[src/verilog/lsc_pkg.sv]
// Overview of operation
// RULE1: Codes 0060..006F select reported counter values; the code reports only 0060..0068, and 0069..006F read as invalid with zero
// RULE2: SDLC/X.21: 0060 counts test frames failing CRC
// RULE3: X.25: 0060 counts RNR commands sent
// RULE4: SDLC/X.21: 0061 counts good test frames
// RULE5: X.25: 0061 counts RNR commands received
// RULE6: 0062 counts transmit underruns
// RULE7: 0063 counts receive overruns
// RULE8: 0064 counts carrier loss with frame error
// RULE9: 0065 counts send-ready loss with host error
// RULE10: 0066 counts ready loss over two bits
// RULE11: SDLC/X.21: 0067 counts frame sequence errors
// RULE12: X.25: 0067 counts REJ commands sent
// RULE13: SDLC/X.21: 0068 counts retransmission events once
// RULE14: Counters clear on reset and saturate
package lsc_pkg;
   // ----------------------------------------
   // Reporting codes
   // ----------------------------------------
   localparam logic [15:0] CODE_FIRST = 16'h0060;
   localparam logic [15:0] CODE_LAST = 16'h006F;
   localparam logic [15:0] CODE_TEST_BAD = 16'h0060;
   localparam logic [15:0] CODE_TEST_GOOD = 16'h0061;
   localparam logic [15:0] CODE_UNDERRUN = 16'h0062;
   localparam logic [15:0] CODE_OVERRUN = 16'h0063;
   localparam logic [15:0] CODE_CARRIER = 16'h0064;
   localparam logic [15:0] CODE_SEND_READY = 16'h0065;
   localparam logic [15:0] CODE_DSR = 16'h0066;
   localparam logic [15:0] CODE_SEQ = 16'h0067;
   localparam logic [15:0] CODE_RETRY = 16'h0068;
   // ----------------------------------------
   // Counter layout and timing
   // ----------------------------------------
   localparam int NUM_COUNTERS = 9;
   localparam int CNT_WIDTH = 16;
   localparam int LOSS_BIT_TIMES = 2;
   localparam logic [15:0] BIT_DIV_RESET = 16'h0000;
   localparam logic [15:0] BIT_DIV_CYCLES = 16'h0014; // Clocks per link bit time
   typedef enum {LSC_SDLC, LSC_X25} lsc_mode_t;
endpackage

[src/verilog/lsc_loss_det.sv]
`timescale 1ns/1ns
`default_nettype none
// Pulses once when a synchronised active-high line has been low for a set
// number of bit-time enables while armed.
module lsc_loss_det #(
   parameter int BITS = 2,
   parameter bit STRICT = 1'b0
) (
   // Clock and reset
   input wire logic i_ref_clk,
   input wire logic i_reset_n,
   // Line and timing
   input wire logic i_bit_en,
   input wire logic i_arm,
   input wire logic i_pin,
   // Result
   output logic o_lost
);
   logic [1:0] sync_a;
   logic sync_b;
   logic line;
   logic [3:0] low_cnt;
   logic [3:0] next_low_cnt;
   logic next_line;
   logic next_lost;
   localparam logic [3:0] LIMIT = 4'(STRICT ? BITS + 1 : BITS);

   // Three flops; change taken when second and third agree
   always_comb begin
      next_line = (sync_a[1] == sync_b) ? sync_b : line;
      next_low_cnt = low_cnt;
      next_lost = 1'b0;
      if (!i_arm || line) begin
         next_low_cnt = 4'h0;
      end else if (i_bit_en && low_cnt != LIMIT) begin
         next_low_cnt = low_cnt + 4'h1;
         next_lost = (low_cnt + 4'h1) == LIMIT;
      end
   end

   always_ff @(posedge i_ref_clk or negedge i_reset_n) begin
      if (!i_reset_n) begin
         sync_a <= 2'h3; // Idle level, so no false drop after reset
         sync_b <= 1'b1;
         line <= 1'b1;
         low_cnt <= 4'h0;
         o_lost <= 1'b0;
      end else begin
         sync_a <= {sync_a[0], i_pin};
         sync_b <= sync_a[1];
         line <= next_line;
         low_cnt <= next_low_cnt;
         o_lost <= next_lost;
      end
   end
endmodule
`default_nettype wire

[src/verilog/lsc_counters.sv]
`timescale 1ns/1ns
`default_nettype none
module lsc_counters #(
   parameter int WIDTH = lsc_pkg::CNT_WIDTH,
   parameter logic [15:0] BIT_DIV = lsc_pkg::BIT_DIV_CYCLES
) (
   // Clock and reset
   input wire logic i_ref_clk,
   input wire logic i_reset_n,
   // Configuration
   input wire logic i_mode_x25,
   input wire logic i_switched,
   // Link events, one-cycle pulses
   input wire logic i_test_crc_bad,
   input wire logic i_test_good,
   input wire logic i_rnr_sent,
   input wire logic i_rnr_rcvd,
   input wire logic i_underrun,
   input wire logic i_overrun,
   input wire logic i_seq_error,
   input wire logic i_rej_sent,
   input wire logic i_retry_start,
   input wire logic i_rx_frame_end,
   input wire logic i_rx_frame_err,
   input wire logic i_host_resp,
   input wire logic i_host_resp_err,
   // Activity and line pins
   input wire logic i_rx_active,
   input wire logic i_tx_active,
   input wire logic i_carrier,
   input wire logic i_ready_for_sending_input,
   input wire logic i_dsr,
   // Report port
   input wire logic [15:0] i_system_reference_code,
   output logic [WIDTH-1:0] o_count,
   output logic o_code_valid
);
   logic [WIDTH-1:0] cnt [lsc_pkg::NUM_COUNTERS];
   logic [WIDTH-1:0] next_cnt [lsc_pkg::NUM_COUNTERS];
   logic [lsc_pkg::NUM_COUNTERS-1:0] inc;
   logic [15:0] div;
   logic [15:0] next_div;
   logic bit_en;
   logic carrier_lost, send_ready_lost, dsr_lost;
   logic carrier_flag, send_ready_flag;
   logic next_carrier_flag, next_send_ready_flag;
   logic [WIDTH-1:0] next_count;
   logic next_code_valid;
   lsc_pkg::lsc_mode_t mode;

   // ----------------------------------------
   // Bit-time enable divider
   // ----------------------------------------
   always_comb begin
      next_div = (div == BIT_DIV - 16'h0001) ? lsc_pkg::BIT_DIV_RESET : div + 16'h0001;
   end
   assign bit_en = (div == BIT_DIV - 16'h0001);
   assign mode = i_mode_x25 ? lsc_pkg::LSC_X25 : lsc_pkg::LSC_SDLC;

   // Line loss detectors
   lsc_loss_det #(.BITS(lsc_pkg::LOSS_BIT_TIMES), .STRICT(1'b0)) u_carrier (
      .i_ref_clk(i_ref_clk), .i_reset_n(i_reset_n), .i_bit_en(bit_en),
      .i_arm(i_rx_active), .i_pin(i_carrier), .o_lost(carrier_lost));
   lsc_loss_det #(.BITS(lsc_pkg::LOSS_BIT_TIMES), .STRICT(1'b0)) u_send_ready (
      .i_ref_clk(i_ref_clk), .i_reset_n(i_reset_n), .i_bit_en(bit_en),
      .i_arm(i_tx_active), .i_pin(i_ready_for_sending_input), .o_lost(send_ready_lost));
   lsc_loss_det #(.BITS(lsc_pkg::LOSS_BIT_TIMES), .STRICT(1'b1)) u_dsr (
      .i_ref_clk(i_ref_clk), .i_reset_n(i_reset_n), .i_bit_en(bit_en),
      .i_arm(!i_switched), .i_pin(i_dsr), .o_lost(dsr_lost)); // RULE10

   // ----------------------------------------
   // Pending loss flags, judged at frame end or host reply
   // ----------------------------------------
   always_comb begin
      next_carrier_flag = carrier_flag;
      next_send_ready_flag = send_ready_flag;
      if (i_rx_frame_end) begin
         next_carrier_flag = 1'b0;
      end
      if (carrier_lost) begin
         next_carrier_flag = 1'b1;
      end
      if (i_host_resp) begin
         next_send_ready_flag = 1'b0;
      end
      if (send_ready_lost) begin
         next_send_ready_flag = 1'b1;
      end
   end

   // Event select per counter
   always_comb begin
      inc = '0;
      case (mode)
         lsc_pkg::LSC_X25: begin
            inc[0] = i_rnr_sent; // RULE3
            inc[1] = i_rnr_rcvd; // RULE5
            inc[7] = i_rej_sent; // RULE12
         end
         default: begin
            inc[0] = i_test_crc_bad; // RULE2
            inc[1] = i_test_good; // RULE4
            inc[7] = i_seq_error; // RULE11
            inc[8] = i_retry_start; // RULE13
         end
      endcase
      inc[2] = i_underrun; // RULE6
      inc[3] = i_overrun; // RULE7
      inc[4] = i_rx_frame_end && i_rx_frame_err && (carrier_flag || carrier_lost); // RULE8
      inc[5] = i_host_resp && i_host_resp_err && (send_ready_flag || send_ready_lost); // RULE9
      inc[6] = dsr_lost; // RULE10
   end

   // Saturating counters
   generate
      for (genvar g = 0; g < lsc_pkg::NUM_COUNTERS; g++) begin : g_cnt
         always_comb begin
            next_cnt[g] = (inc[g] && cnt[g] != '1) ? cnt[g] + 1'b1 : cnt[g]; // RULE14
         end
      end
   endgenerate

   // ----------------------------------------
   // Report mux
   // ----------------------------------------
   always_comb begin
      next_count = '0;
      next_code_valid = 1'b0;
      if (i_system_reference_code >= lsc_pkg::CODE_FIRST &&
          i_system_reference_code <= lsc_pkg::CODE_RETRY) begin
         next_code_valid = 1'b1; // RULE1
         next_count = cnt[4'(i_system_reference_code - lsc_pkg::CODE_FIRST)]; // RULE1
      end
   end

   always_ff @(posedge i_ref_clk or negedge i_reset_n) begin
      if (!i_reset_n) begin
         div <= lsc_pkg::BIT_DIV_RESET;
         carrier_flag <= 1'b0;
         send_ready_flag <= 1'b0;
         o_count <= '0;
         o_code_valid <= 1'b0;
         for (int k = 0; k < lsc_pkg::NUM_COUNTERS; k++) begin
            cnt[k] <= '0; // RULE14
         end
      end else begin
         div <= next_div;
         carrier_flag <= next_carrier_flag;
         send_ready_flag <= next_send_ready_flag;
         o_count <= next_count;
         o_code_valid <= next_code_valid;
         for (int k = 0; k < lsc_pkg::NUM_COUNTERS; k++) begin
            cnt[k] <= next_cnt[k];
         end
      end
   end

   // ----------------------------------------
   // Checks
   // ----------------------------------------
   chk_underrun_count: assert property (@(posedge i_ref_clk) disable iff (!i_reset_n) // RULE6
      i_underrun && cnt[2] != '1 |=> cnt[2] == $past(cnt[2]) + 1'b1)
      else $error("underrun count missed");
   chk_overrun_count: assert property (@(posedge i_ref_clk) disable iff (!i_reset_n) // RULE7
      !i_overrun |=> cnt[3] == $past(cnt[3]))
      else $error("overrun count moved");
   chk_rnr_sent: assert property (@(posedge i_ref_clk) disable iff (!i_reset_n) // RULE3
      i_mode_x25 && i_rnr_sent && !i_test_crc_bad && cnt[0] != '1
      |=> cnt[0] != $past(cnt[0]))
      else $error("rnr sent not counted");
   chk_test_bad: assert property (@(posedge i_ref_clk) disable iff (!i_reset_n) // RULE2
      !i_mode_x25 && i_rnr_sent && !i_test_crc_bad |=> $stable(cnt[0]))
      else $error("rnr counted in sdlc mode");
   chk_test_good: assert property (@(posedge i_ref_clk) disable iff (!i_reset_n) // RULE4
      !i_mode_x25 && i_test_good && cnt[1] != '1 |=> cnt[1] == $past(cnt[1]) + 1'b1)
      else $error("good test frame missed");
   chk_rnr_rcvd: assert property (@(posedge i_ref_clk) disable iff (!i_reset_n) // RULE5
      i_mode_x25 && i_rnr_rcvd && cnt[1] != '1 |=> cnt[1] == $past(cnt[1]) + 1'b1)
      else $error("rnr received missed");
   chk_carrier_err: assert property (@(posedge i_ref_clk) disable iff (!i_reset_n) // RULE8
      !i_rx_frame_err |=> $stable(cnt[4]))
      else $error("carrier count without frame error");
   chk_send_ready_err: assert property (@(posedge i_ref_clk) disable iff (!i_reset_n) // RULE9
      !(i_host_resp && i_host_resp_err) |=> $stable(cnt[5]))
      else $error("send ready count without host error");
   chk_dsr_switched: assert property (@(posedge i_ref_clk) disable iff (!i_reset_n) // RULE10
      i_switched [*4] |=> $stable(cnt[6]))
      else $error("dsr counted on switched line");
   chk_seq_count: assert property (@(posedge i_ref_clk) disable iff (!i_reset_n) // RULE11
      !i_mode_x25 && i_seq_error && cnt[7] != '1 |=> cnt[7] == $past(cnt[7]) + 1'b1)
      else $error("sequence error missed");
   chk_rej_count: assert property (@(posedge i_ref_clk) disable iff (!i_reset_n) // RULE12
      i_mode_x25 && i_rej_sent && cnt[7] != '1 |=> cnt[7] == $past(cnt[7]) + 1'b1)
      else $error("rej sent missed");
   chk_retry_x25: assert property (@(posedge i_ref_clk) disable iff (!i_reset_n) // RULE13
      i_mode_x25 |=> $stable(cnt[8]))
      else $error("retry counted in x25 mode");
   chk_saturate: assert property (@(posedge i_ref_clk) disable iff (!i_reset_n) // RULE14
      cnt[2] == '1 |=> cnt[2] == '1)
      else $error("counter wrapped");
   chk_report_valid: assert property (@(posedge i_ref_clk) disable iff (!i_reset_n) // RULE1
      i_system_reference_code == lsc_pkg::CODE_UNDERRUN |=> o_code_valid
      && o_count == $past(cnt[2]))
      else $error("report value wrong");
   // Counting paths that the checks above only guard from one side
   chk_test_bad_count: assert property (@(posedge i_ref_clk) disable iff (!i_reset_n) // RULE2
      !i_mode_x25 && i_test_crc_bad && cnt[0] != '1 |=> cnt[0] == $past(cnt[0]) + 1'b1)
      else $error("bad test frame missed");
   chk_overrun_inc: assert property (@(posedge i_ref_clk) disable iff (!i_reset_n) // RULE7
      i_overrun && cnt[3] != '1 |=> cnt[3] == $past(cnt[3]) + 1'b1)
      else $error("overrun missed");
   chk_carrier_count: assert property (@(posedge i_ref_clk) disable iff (!i_reset_n) // RULE8
      i_rx_frame_end && i_rx_frame_err && carrier_flag && cnt[4] != '1
      |=> cnt[4] == $past(cnt[4]) + 1'b1)
      else $error("carrier loss missed");
   chk_send_ready_count: assert property (@(posedge i_ref_clk) disable iff (!i_reset_n) // RULE9
      i_host_resp && i_host_resp_err && send_ready_flag && cnt[5] != '1
      |=> cnt[5] == $past(cnt[5]) + 1'b1)
      else $error("send ready loss missed");
   chk_dsr_count: assert property (@(posedge i_ref_clk) disable iff (!i_reset_n) // RULE10
      dsr_lost && cnt[6] != '1 |=> cnt[6] == $past(cnt[6]) + 1'b1)
      else $error("dsr loss missed");
   chk_retry_count: assert property (@(posedge i_ref_clk) disable iff (!i_reset_n) // RULE13
      !i_mode_x25 && i_retry_start && cnt[8] != '1 |=> cnt[8] == $past(cnt[8]) + 1'b1)
      else $error("retry event missed");
   chk_report_range: assert property (@(posedge i_ref_clk) disable iff (!i_reset_n) // RULE1
      i_system_reference_code > lsc_pkg::CODE_RETRY |=> !o_code_valid && o_count == '0)
      else $error("unused code reported");
endmodule
`default_nettype wire

[config.mk]
export PLATFORM = sky130hd
export DESIGN_NAME = lsc_counters
export DESIGN_NICKNAME = d
export VERILOG_FILES = /design/src/verilog/lsc_pkg.sv /design/src/verilog/lsc_loss_det.sv /design/src/verilog/lsc_counters.sv
export SDC_FILE = /design/constraint.sdc
export NUM_CORES = 1
export LEC_CHECK = 0
export CAP_MARGIN = 30
export CORE_MARGIN = 2
export CORE_UTILIZATION = 30
export CTS_CLUSTER_DIAMETER = 120
export DETAILED_ROUTE_END_ITERATION = 10
export DONT_BUFFER_PORTS = 1
export GPL_TIMING_DRIVEN = 0
export SYNTH_ARGS = -nofsm -noshare
export SYNTH_HDL_FRONTEND = slang
export SYNTH_SLANG_ARGS = --single-unit
[constraint.sdc]
create_clock -name i_ref_clk -period 2.9 [get_ports i_ref_clk]
set_input_delay 0.58 -clock i_ref_clk [delete_from_list [all_inputs] [get_ports i_ref_clk]]
set_output_delay 0.58 -clock i_ref_clk [all_outputs]
set_load 0.01 [all_outputs]
**Word level (Yosys, flattened, before mapping)**

Index checks and enable logic that the tools add are counted.

- Register bits: 206
- Input port bits: 38
- Output and inout port bits: 17
- Logic and storage cells: 122

- $add $sub $neg: 14
- Order comparisons: 3
- Equality and inequality tests: 20
- Muxes and demuxes: 26
- Bitwise operators: 1
- Reductions and logical operators: 29

Operator list:

| cell | count |
|---|---|
| $add A16 B1 Y16 const B | 10 |
| $ne A16 B16 Y1 const B | 9 |
| $bmux W16 S4 | 1 |
| $mux W16 | 4 |
| $mux W4 | 6 |
| $logic_and A1 B1 Y1 | 17 |
| $eq A16 B5 Y1 const B | 1 |
| $ge A16 B7 Y1 const B | 1 |
| $le A16 B7 Y1 const B | 1 |
| $mux W1 | 14 |
| $add A4 B1 Y4 const B | 3 |
| $eq A4 B2 Y1 const B | 3 |
| $ne A4 B2 Y1 const B | 3 |
| $reduce_bool A2 Y1 | 5 |
| $ge A5 B5 Y1 const B | 1 |
| $logic_or A1 B1 Y1 | 5 |
| $not A4 Y5 | 1 |
| $sub A4 B1 Y4 const B | 1 |
| $eq A1 B1 Y1 | 3 |
| $logic_not A1 Y1 | 2 |
| $mux W2 | 1 |
| $eq A1 B1 Y1 const B | 1 |

**Longest topological paths before layout**

Gate-level depths: netlist (run 1).

- Depth in word-level cells: 6
- Mapped depth: 6
- Mapped depth without buffers: 6

**Hierarchy**

From an unflattened synthesis (run 1), not the netlist that was laid out.

- Cells, all modules: 956
- Area, all modules: 10841.6 µm²

By module, submodules not included:

| module | instances | cells an instance | area each (µm²) | sequential area each (µm²) |
|---|---|---|---|---|
| lsc_counters | 1 | 845 | 9575.4 | 4479.3 |
| lsc_loss_det at u_carrier | 1 | 38 | 430.4 | 230.2 |
| lsc_loss_det at u_send_ready | 1 | 38 | 427.9 | 230.2 |
| lsc_loss_det at u_dsr | 1 | 35 | 407.9 | 230.2 |

**Least setup slack after synthesis (run 1)**

OpenSTA, ideal clock, no wires.

- Kind: input to register
- Start point: input port i_system_reference_code[0]
- End point: register o_count[1]
- Library setup time: 0.132 ns
- Arrival time: 1.869 ns
- Required time: 2.768 ns
- Path slack: 0.899 ns
- Stages: 5
- Buffers on the path: 2
- Cells stage by stage: buf_2 -> buf_2 -> mux4_2 -> a211oi_1 -> nor3_1

- Longest elaborated chain between the ends: 6
- Elaborated cells between the ends (all ways): 9
- Classes of those cells: add/sub (1); order compare (2); mux (4); bitwise (1); reduce/logical (1)

Ends and longest elaborated chain:

| element | RTL line | text |
|---|---|---|
| start: declaration | lsc_counters.sv:34 | `input wire logic [15:0] i_system_reference_code,` |
| $sub A4 B1 Y4 | lsc_counters.sv:132 | `next_count = cnt[4'(i_system_reference_code - lsc_pkg::CODE_FIRST)];` |
| $not A4 Y5 (implied by the code) | lsc_counters.sv:132 |  |
| $bmux W16 S4 | lsc_counters.sv:132 |  |
| $mux W16 (implied by the code) (2 in series) | lsc_counters.sv:132 |  |
| $mux W16 * | lsc_counters.sv:129 | `if (i_system_reference_code >= lsc_pkg::CODE_FIRST &&` |
| via next_count[1] | lsc_counters.sv:47 | `logic [WIDTH-1:0] next_count;` |
| end signal: assignment | lsc_counters.sv:150 | `o_count <= next_count;` |
| end: declaration | lsc_counters.sv:35 | `output logic [WIDTH-1:0] o_count,` |

The timed path passes the listed nets; every way through them passes the cells marked *. The select of a mux whose other input is x is not followed.
A chain may end at the register's enable or synchronous reset.

**Worst setup path after layout (run 1)**

- Start point: register div[0]
- End point: register u_carrier.o_lost

- Longest elaborated chain between the ends: 4

Ends and longest elaborated chain:

| element | RTL line | text |
|---|---|---|
| start: declaration | lsc_counters.sv:41 | `logic [15:0] div;` |
| start signal: assignment | lsc_counters.sv:138 | `div <= lsc_pkg::BIT_DIV_RESET;` |
| start signal: assignment | lsc_counters.sv:147 | `div <= next_div;` |
| $eq A16 B5 Y1 | lsc_counters.sv:57 | `assign bit_en = (div == BIT_DIV - 16'h0001);` |
| $logic_and A1 B1 Y1 | lsc_loss_det.sv:35 | `end else if (i_bit_en && low_cnt != LIMIT) begin` |
| $mux W1 | lsc_loss_det.sv:35 |  |
| $mux W1 | lsc_loss_det.sv:33 | `if (!i_arm \|\| line) begin` |
| via u_carrier.next_lost | lsc_loss_det.sv:25 | `logic next_lost;` |
| end signal: assignment | lsc_loss_det.sv:53 | `o_lost <= next_lost;` |
| end: declaration | lsc_loss_det.sv:17 | `output logic o_lost` |

The timed path passes the listed nets, and every way through them passes these cells.

==> results of run 1 <==
[cell families after synthesis]
logic type                 after synthesis  synth area share, %
AOI/OAI and AO/OA                       87                5.922
xor gates and xnor gates               133                10.71
adders and majority gates               21                2.346
buffers and inverters                   42                1.771
DFF                                    206                47.52
muxes                                   57                9.280
and+or+nand+nor                        398                22.46
[timing repair]
action / 4_1_cts / 5_1_grt
gates resized for setup: 0 / 0
hold endpoints to repair: 206 / 194
setup buffers: 0 / 0
[synth_stat cells (10+ instances only)]
cell type / instances
dfrtp_1: 194
xor2_1: 79
nor3_1: 54
xnor2_1: 54
nand4_1: 53
nand3_1: 51
nand2_1: 50
nor2b_1: 36
mux4_2: 30
nor2_1: 29
a211oi_1: 19
nor4_1: 19
ha_1: 18
a21oi_1: 17
and3_1: 17
and4_1: 17
inv_1: 17
mux2_2: 15
buf_2: 13
dfstp_2: 12
o31ai_1: 10
[routing by layer]
layer | track usage [%] | vias to the layer above | share of wire [%]
li1 | - | 3599 | -
met1 | 18.85 | 3707 | 46
met2 | 20.55 | 202 | 44
met3 | 3.540 | 43 | 6.5
met4 | 4.160 | 0 | 3.0
met5 | 0 | - | 0
[sequential cells by signal (all words and copies together) (netlist names), 2 cells and up]
signal	flops
u_dsr.sync_a	2
u_send_ready.sync_a	2
u_dsr.low_cnt	4
o_count	16
cnt	144
u_carrier.low_cnt	4
u_send_ready.low_cnt	4
div	16
u_carrier.sync_a	2
[critical path: stages (launching register included)]
cell     delay (ns)
dfrtp_1        0.42
ha_1           0.27
nor4b_2        0.28
nand3_1        0.33
nor2_1         0.49
nor4b_1        0.41
[where the power goes]
part	internal (mW)	total, mW	switching [mW]
registers	3.19	3.69	0.496
clock network	2.24	3.53	1.29
logic	0.489	0.895	0.406
[area by class of cell]
| type | instances | share of cell area (%) |
|---|---|---|
| inverters | 17 | 0.5152 |
| clock inverters | 16 | 2.243 |
| plain buffers | 25 | 1.041 |
| flip-flops and latches | 206 | 41.74 |
| multi-input cells | 696 | 44.55 |
| well taps | 461 | 4.657 |
| clock buffers | 29 | 5.253 |
[worst paths after layout]
check,endpoint,slack (ns),cells after the start,from
setup reg to reg,u_carrier.o_lost,0.56,5,div[0]
max in group asynchronous,u_carrier.line,2.78,0,i_reset_n
min in group i_ref_clk,u_dsr.sync_a[0],0.05,0,i_dsr
hold reg to reg,u_dsr.sync_a[1],0.35,0,u_dsr.sync_a[0]
setup / recovery,u_carrier.o_lost,0.56,5,div[0]
hold / removal,cnt[137],-0.26,0,i_reset_n
==> results.yml, run 1 <==
status:
  status: "finished, violations left"
  violations: "design-rule violations, negative hold slack"
sta:
  slew_headroom_pct: 51.00
  rsz0062_at_grt: "false"
  clock.fmax_ghz: 0.4278
  hold_violations: 194
  fin_ws_ns: 0.5625
  clock_skew_ns: 0.03016
  setup_viol: 0
  worstMarginPinSlew_ns: 0.7145
  final.setup.tns_ns: 0
  timing.hold.ws_ns: -0.2647
  drv_slew: 0
  min_period_ns: 2.337
  min_period_over_period_pct: 80.60
drt:
  via_per_inst: 5.208
  drtPass1Iterations: 8
  routed_wl_um: 25020
  wl_per_cell_um: 17.26
  num_vias: 7551
  drc: 8
  ant_nets: 0
  dr.first_iter.drc_count: 632
setup_path:
  worstPathRequired_ns: 3.28
  cp.arrival_ns: 2.72
  start_kind: "register"
  crit_type: "register to register"
  crit_fanout: 9
  end_kind: "register"
synthesis:
  syn_inst: 944
  yosysWarnings: 0
  synthesis.nets: 1000
  yosys_register_bits: 206
  netlist.top_cell.by_area: "dfrtp_1"
  synth-seq-area-share_pct: 47.52
  synth_edf_count: 0
  yosys.area.top_type_share_pct: 44.62
  synth_flop_cell: "dfrtp_1"
  yosys-top-cells-area: "dfrtp_1 (45%), xor2_1 (6.4%), mux4_2 (6.2%)"
  ys_types: 71
  avgSynthCellArea_um2: 11.53
  syn_area_um2: 10880
  async_flop_share_pct: 100.0
layout:
  final_cell_mix: "dfrtp_1 (194), xor2_1 (79), nor3_1 (54), xnor2_1 (54), nand4_1 (53)"
  layout_commonest_cell: "dfrtp_1"
  antenna_cells: 0
  post-route-util_pct: 34.74
  layout.area.seq_um2: 5170
  drive_gt1_share_pct: 14.86
  final_area_um2: 12390
  nFillCells: 3480
  layout.nets: 1027
  syn_to_final_growth_pct: 13.83
  final_cell_count_no_fill: 1450
  multi_input_comb_area_um2: 5518
cts:
  cts_buffer_depth: 3
  cts_buffers: 25
  cts_root_buf: "clkbuf_16"
  clkTransAtPathRegs_ns: 0.06
  clkLatencyLatePin_ns: 0.55
  ctsHtreeMaxLevel: 1
  cts_sinks: 206
  cts_tree: "built"
global_routing:
  grt_max_degree: 207
  grt_pass1_vias: 7335
  grtUsageTotal_pct: 13.52
  grt_pass1_wl_um: 41110
  antenna_found_initial: 0
  grt_overflow_total: 0
die:
  fp.dieArea_um2: 37810
  die_w_um: 194.4
  core_area_um2: 35660
  die_y_um: 194.4
  num_rows: 69
  start_util_pct: 30.52
  io_pins: 55
power_and_ir_drop:
  ir_worst_vdd_mv: 0.4044
  p_leak_nw: 5.305
  total_power_mw: 8.114
  power_density_nw_per_um2: 655.1
worst_hold_path:
  hold_path_class: "input pin to async pin"
run:
  maxCapViolations: 0
placed_design:
  placed_cells: 1405
  placed_area_um2: 11460
  dp_hpwl_um: 17880
  portBuffers: 0
  post-place-ws_ns: 0.2954
  gp_congestion: 0.8325
No activity file was read; power rests on OpenSTA's default activity.
==> inputs of run 2 (changes only) <==
==> constraint.sdc (replaced) <==
create_clock -name i_ref_clk -period 1.87 [get_ports i_ref_clk]
set_input_delay 0.374 -clock i_ref_clk [delete_from_list [all_inputs] [get_ports i_ref_clk]]
set_output_delay 0.374 -clock i_ref_clk [all_outputs]
set_load 0.01 [all_outputs]
==> run 2 against run 1 <==
Against the previous run:
- the flow still finishes with violations (design-rule violations, negative hold slack)
- sequential share of layout area down 1.7 points
- power up 57%
- flip-flop and latch count did not move
- highest routed layer unchanged
==> results.yml, run 2 (synthesis results as in run 1) <==
setup_path:
  start_kind: "register"
  slowest_delay_ns: 0.38
  crit_fanout: 5
  worstPathRequired_ns: 2.28
  crit_chain: "ha_2, and4_4, or3b_4, buf_6, o21ai_4, mux2_4"
  r2r_cells: 6
  crit_type: "register to register"
  startpoint: "cnt[17]"
  r2r_slack_ns: 0.01
  r2r_end: "cnt[17]"
  cp.arrival_ns: 2.27
  end_kind: "register"
  cpMaxStageDelayCell: "or3b_4"
  r2r_start: "cnt[17]"
sta:
  rsz0062_at_grt: "true"
  worstMarginPinSlew_ns: 0.8166
  min_period_over_period_pct: 99.33
  fin_ws_ns: 0.01251
  slew_headroom_pct: 44.00
  hold_violations: 194
  clock.fmax_ghz: 0.5384
  min_period_ns: 1.857
  setup_viol: 0
  clock_skew_ns: 0.03006
  drv_slew: 0
  timing.hold.ws_ns: -0.4702
layout:
  regMostFlops: "cnt"
  largest_reg_flops: 144
  layout_commonest_cell: "dfrtp_1"
  post-route-util_pct: 36.29
  syn_to_final_growth_pct: 18.92
  nFillCells: 3426
  layout.nets: 1059
  final_cell_mix: "dfrtp_1 (181), xor2_1 (79), xnor2_1 (54)"
  antenna_cells: 0
  reg_top3: "cnt: 144 flops, div: 16 flops, o_count: 16 flops"
  final_cell_count_no_fill: 1482
  drive_gt1_share_pct: 22.14
  final_area_um2: 12940
die:
  fp.dieArea_um2: 37810
  core_area_um2: 35660
  start_util_pct: 30.52
  die_w_um: 194.4
  io_pins: 55
  num_rows: 69
  die_y_um: 194.4
power_and_ir_drop:
  p_leak_nw: 5.485
  ir_worst_vdd_mv: 0.6284
  power_density_nw_per_um2: 985.3
  pwr-share-comb_pct: 12.1
  switchingPower_mw: 3.458
  p_sw_share_pct: 27.13
  total_power_mw: 12.75
  seqPwrFrac_pct: 44.9
  p_clk_share_pct: 43.0
  intPower_mw: 9.290
cts:
  cts_root_buf: "clkbuf_16"
  cts_buffer_depth: 3
  cts_buffers: 25
  cts_sinks: 206
  ctsHtreeMaxLevel: 1
  cts_tree: "built"
  ctsHoldBuffers: 7
  clkTransAtPathRegs_ns: 0.06
  clkLatencyLatePin_ns: 0.55
drt:
  wl_per_cell_um: 17.43
  ant_nets: 0
  routed_wl_um: 25840
  num_vias: 7711
  via_per_inst: 5.203
  dr.first_iter.drc_count: 608
  drtPass1Iterations: 8
  drc: 8
placed_design:
  portBuffers: 0
  placed_cells: 1405
  post-place-ws_ns: -0.5405
  placed_area_um2: 11460
  gp_congestion: 0.8325
  dp_hpwl_um: 17880
status:
  status: "finished, violations left"
  violations: "design-rule violations, negative hold slack"
global_routing:
  grt_pass1_wl_um: 41790
  antenna_found_initial: 0
  grt_max_degree: 207
  grt_pass1_vias: 7445
  grtUsageTotal_pct: 13.74
  grt_overflow_total: 0
worst_hold_path:
  hold_path_class: "input pin to async pin"
run:
  maxCapViolations: 0
## run 2: power by group through the flow
stage	sequential, mW	clock (mW)	combinational [mW]
6_report	5.73	5.48	1.54
5_1_grt	5.81	5.82	1.71
3_5_place_dp	5.79	0	1.41
4_1_cts	5.70	5.63	1.49
2_1_floorplan	5.50	0	1.13
3_3_place_gp	5.78	0	1.35
## run 2: layout make-up
| cell class | count | area [um^2] | area share (%) |
|---|---|---|---|
| multi-input combinational | 697 | 5789 | 44.74 |
| sequential | 206 | 5186 | 40.08 |
| clock buffer | 29 | 650.6 | 5.029 |
| tap | 461 | 576.8 | 4.458 |
| clock inverter | 16 | 277.8 | 2.147 |
| timing repair buffer | 32 | 261.5 | 2.021 |
| buffer | 24 | 132.6 | 1.025 |
| inverter | 17 | 63.81 | 0.4932 |
## run 2: through the flow
step                      setup TNS (ns)  hold WS, ns
after floorplan                        0      0.07841
after detailed placement          -13.24      0.09146
after global routing             -0.1571      -0.4920
after global placement            -11.83      0.09197
after CTS                     -0.0003619      -0.5062
final                                  0      -0.4702
## run 2: repair_timing
item	4_1_cts	5_1_grt
pin swaps	3	14
cloned	0	1
setup buffers	9	16
hold endpoints to repair	216	206
gates resized for setup	22	50
endpoints found under the setup margin	39	73
## run 2: how the worst max path moves through the flow
stage	slack (ns)	cells past startpoint	endpoint
floorplan	0.06	6	cnt[17]
global placement	-0.57	5	u_carrier.o_lost
detailed placement	-0.54	5	u_carrier.o_lost
CTS	-0.0004	6	cnt[125]
global route	-0.05	6	cnt[17]
finish	0.01	6	cnt[17]
## run 2: per-layer routing
metal | routed length, um | share of wire, % | GRT usage, %
met2 | 11780 | 46 | 21.13
met3 | 1394 | 5.4 | 3.158
met4 | 718 | 2.8 | 3.989
met5 | 0 | 0 | 0
met1 | 11940 | 46 | 19.31
## run 2: worst max-delay path: cells and delay by family, from the launching register on
family | cells | cell delay, ns
fa+ha+maj | 1 | 0.18
simple gates | 2 | 0.59
mux | 1 | 0.31
buf+inv | 1 | 0.14
compound gates | 1 | 0.16
flops | 1 | 0.36
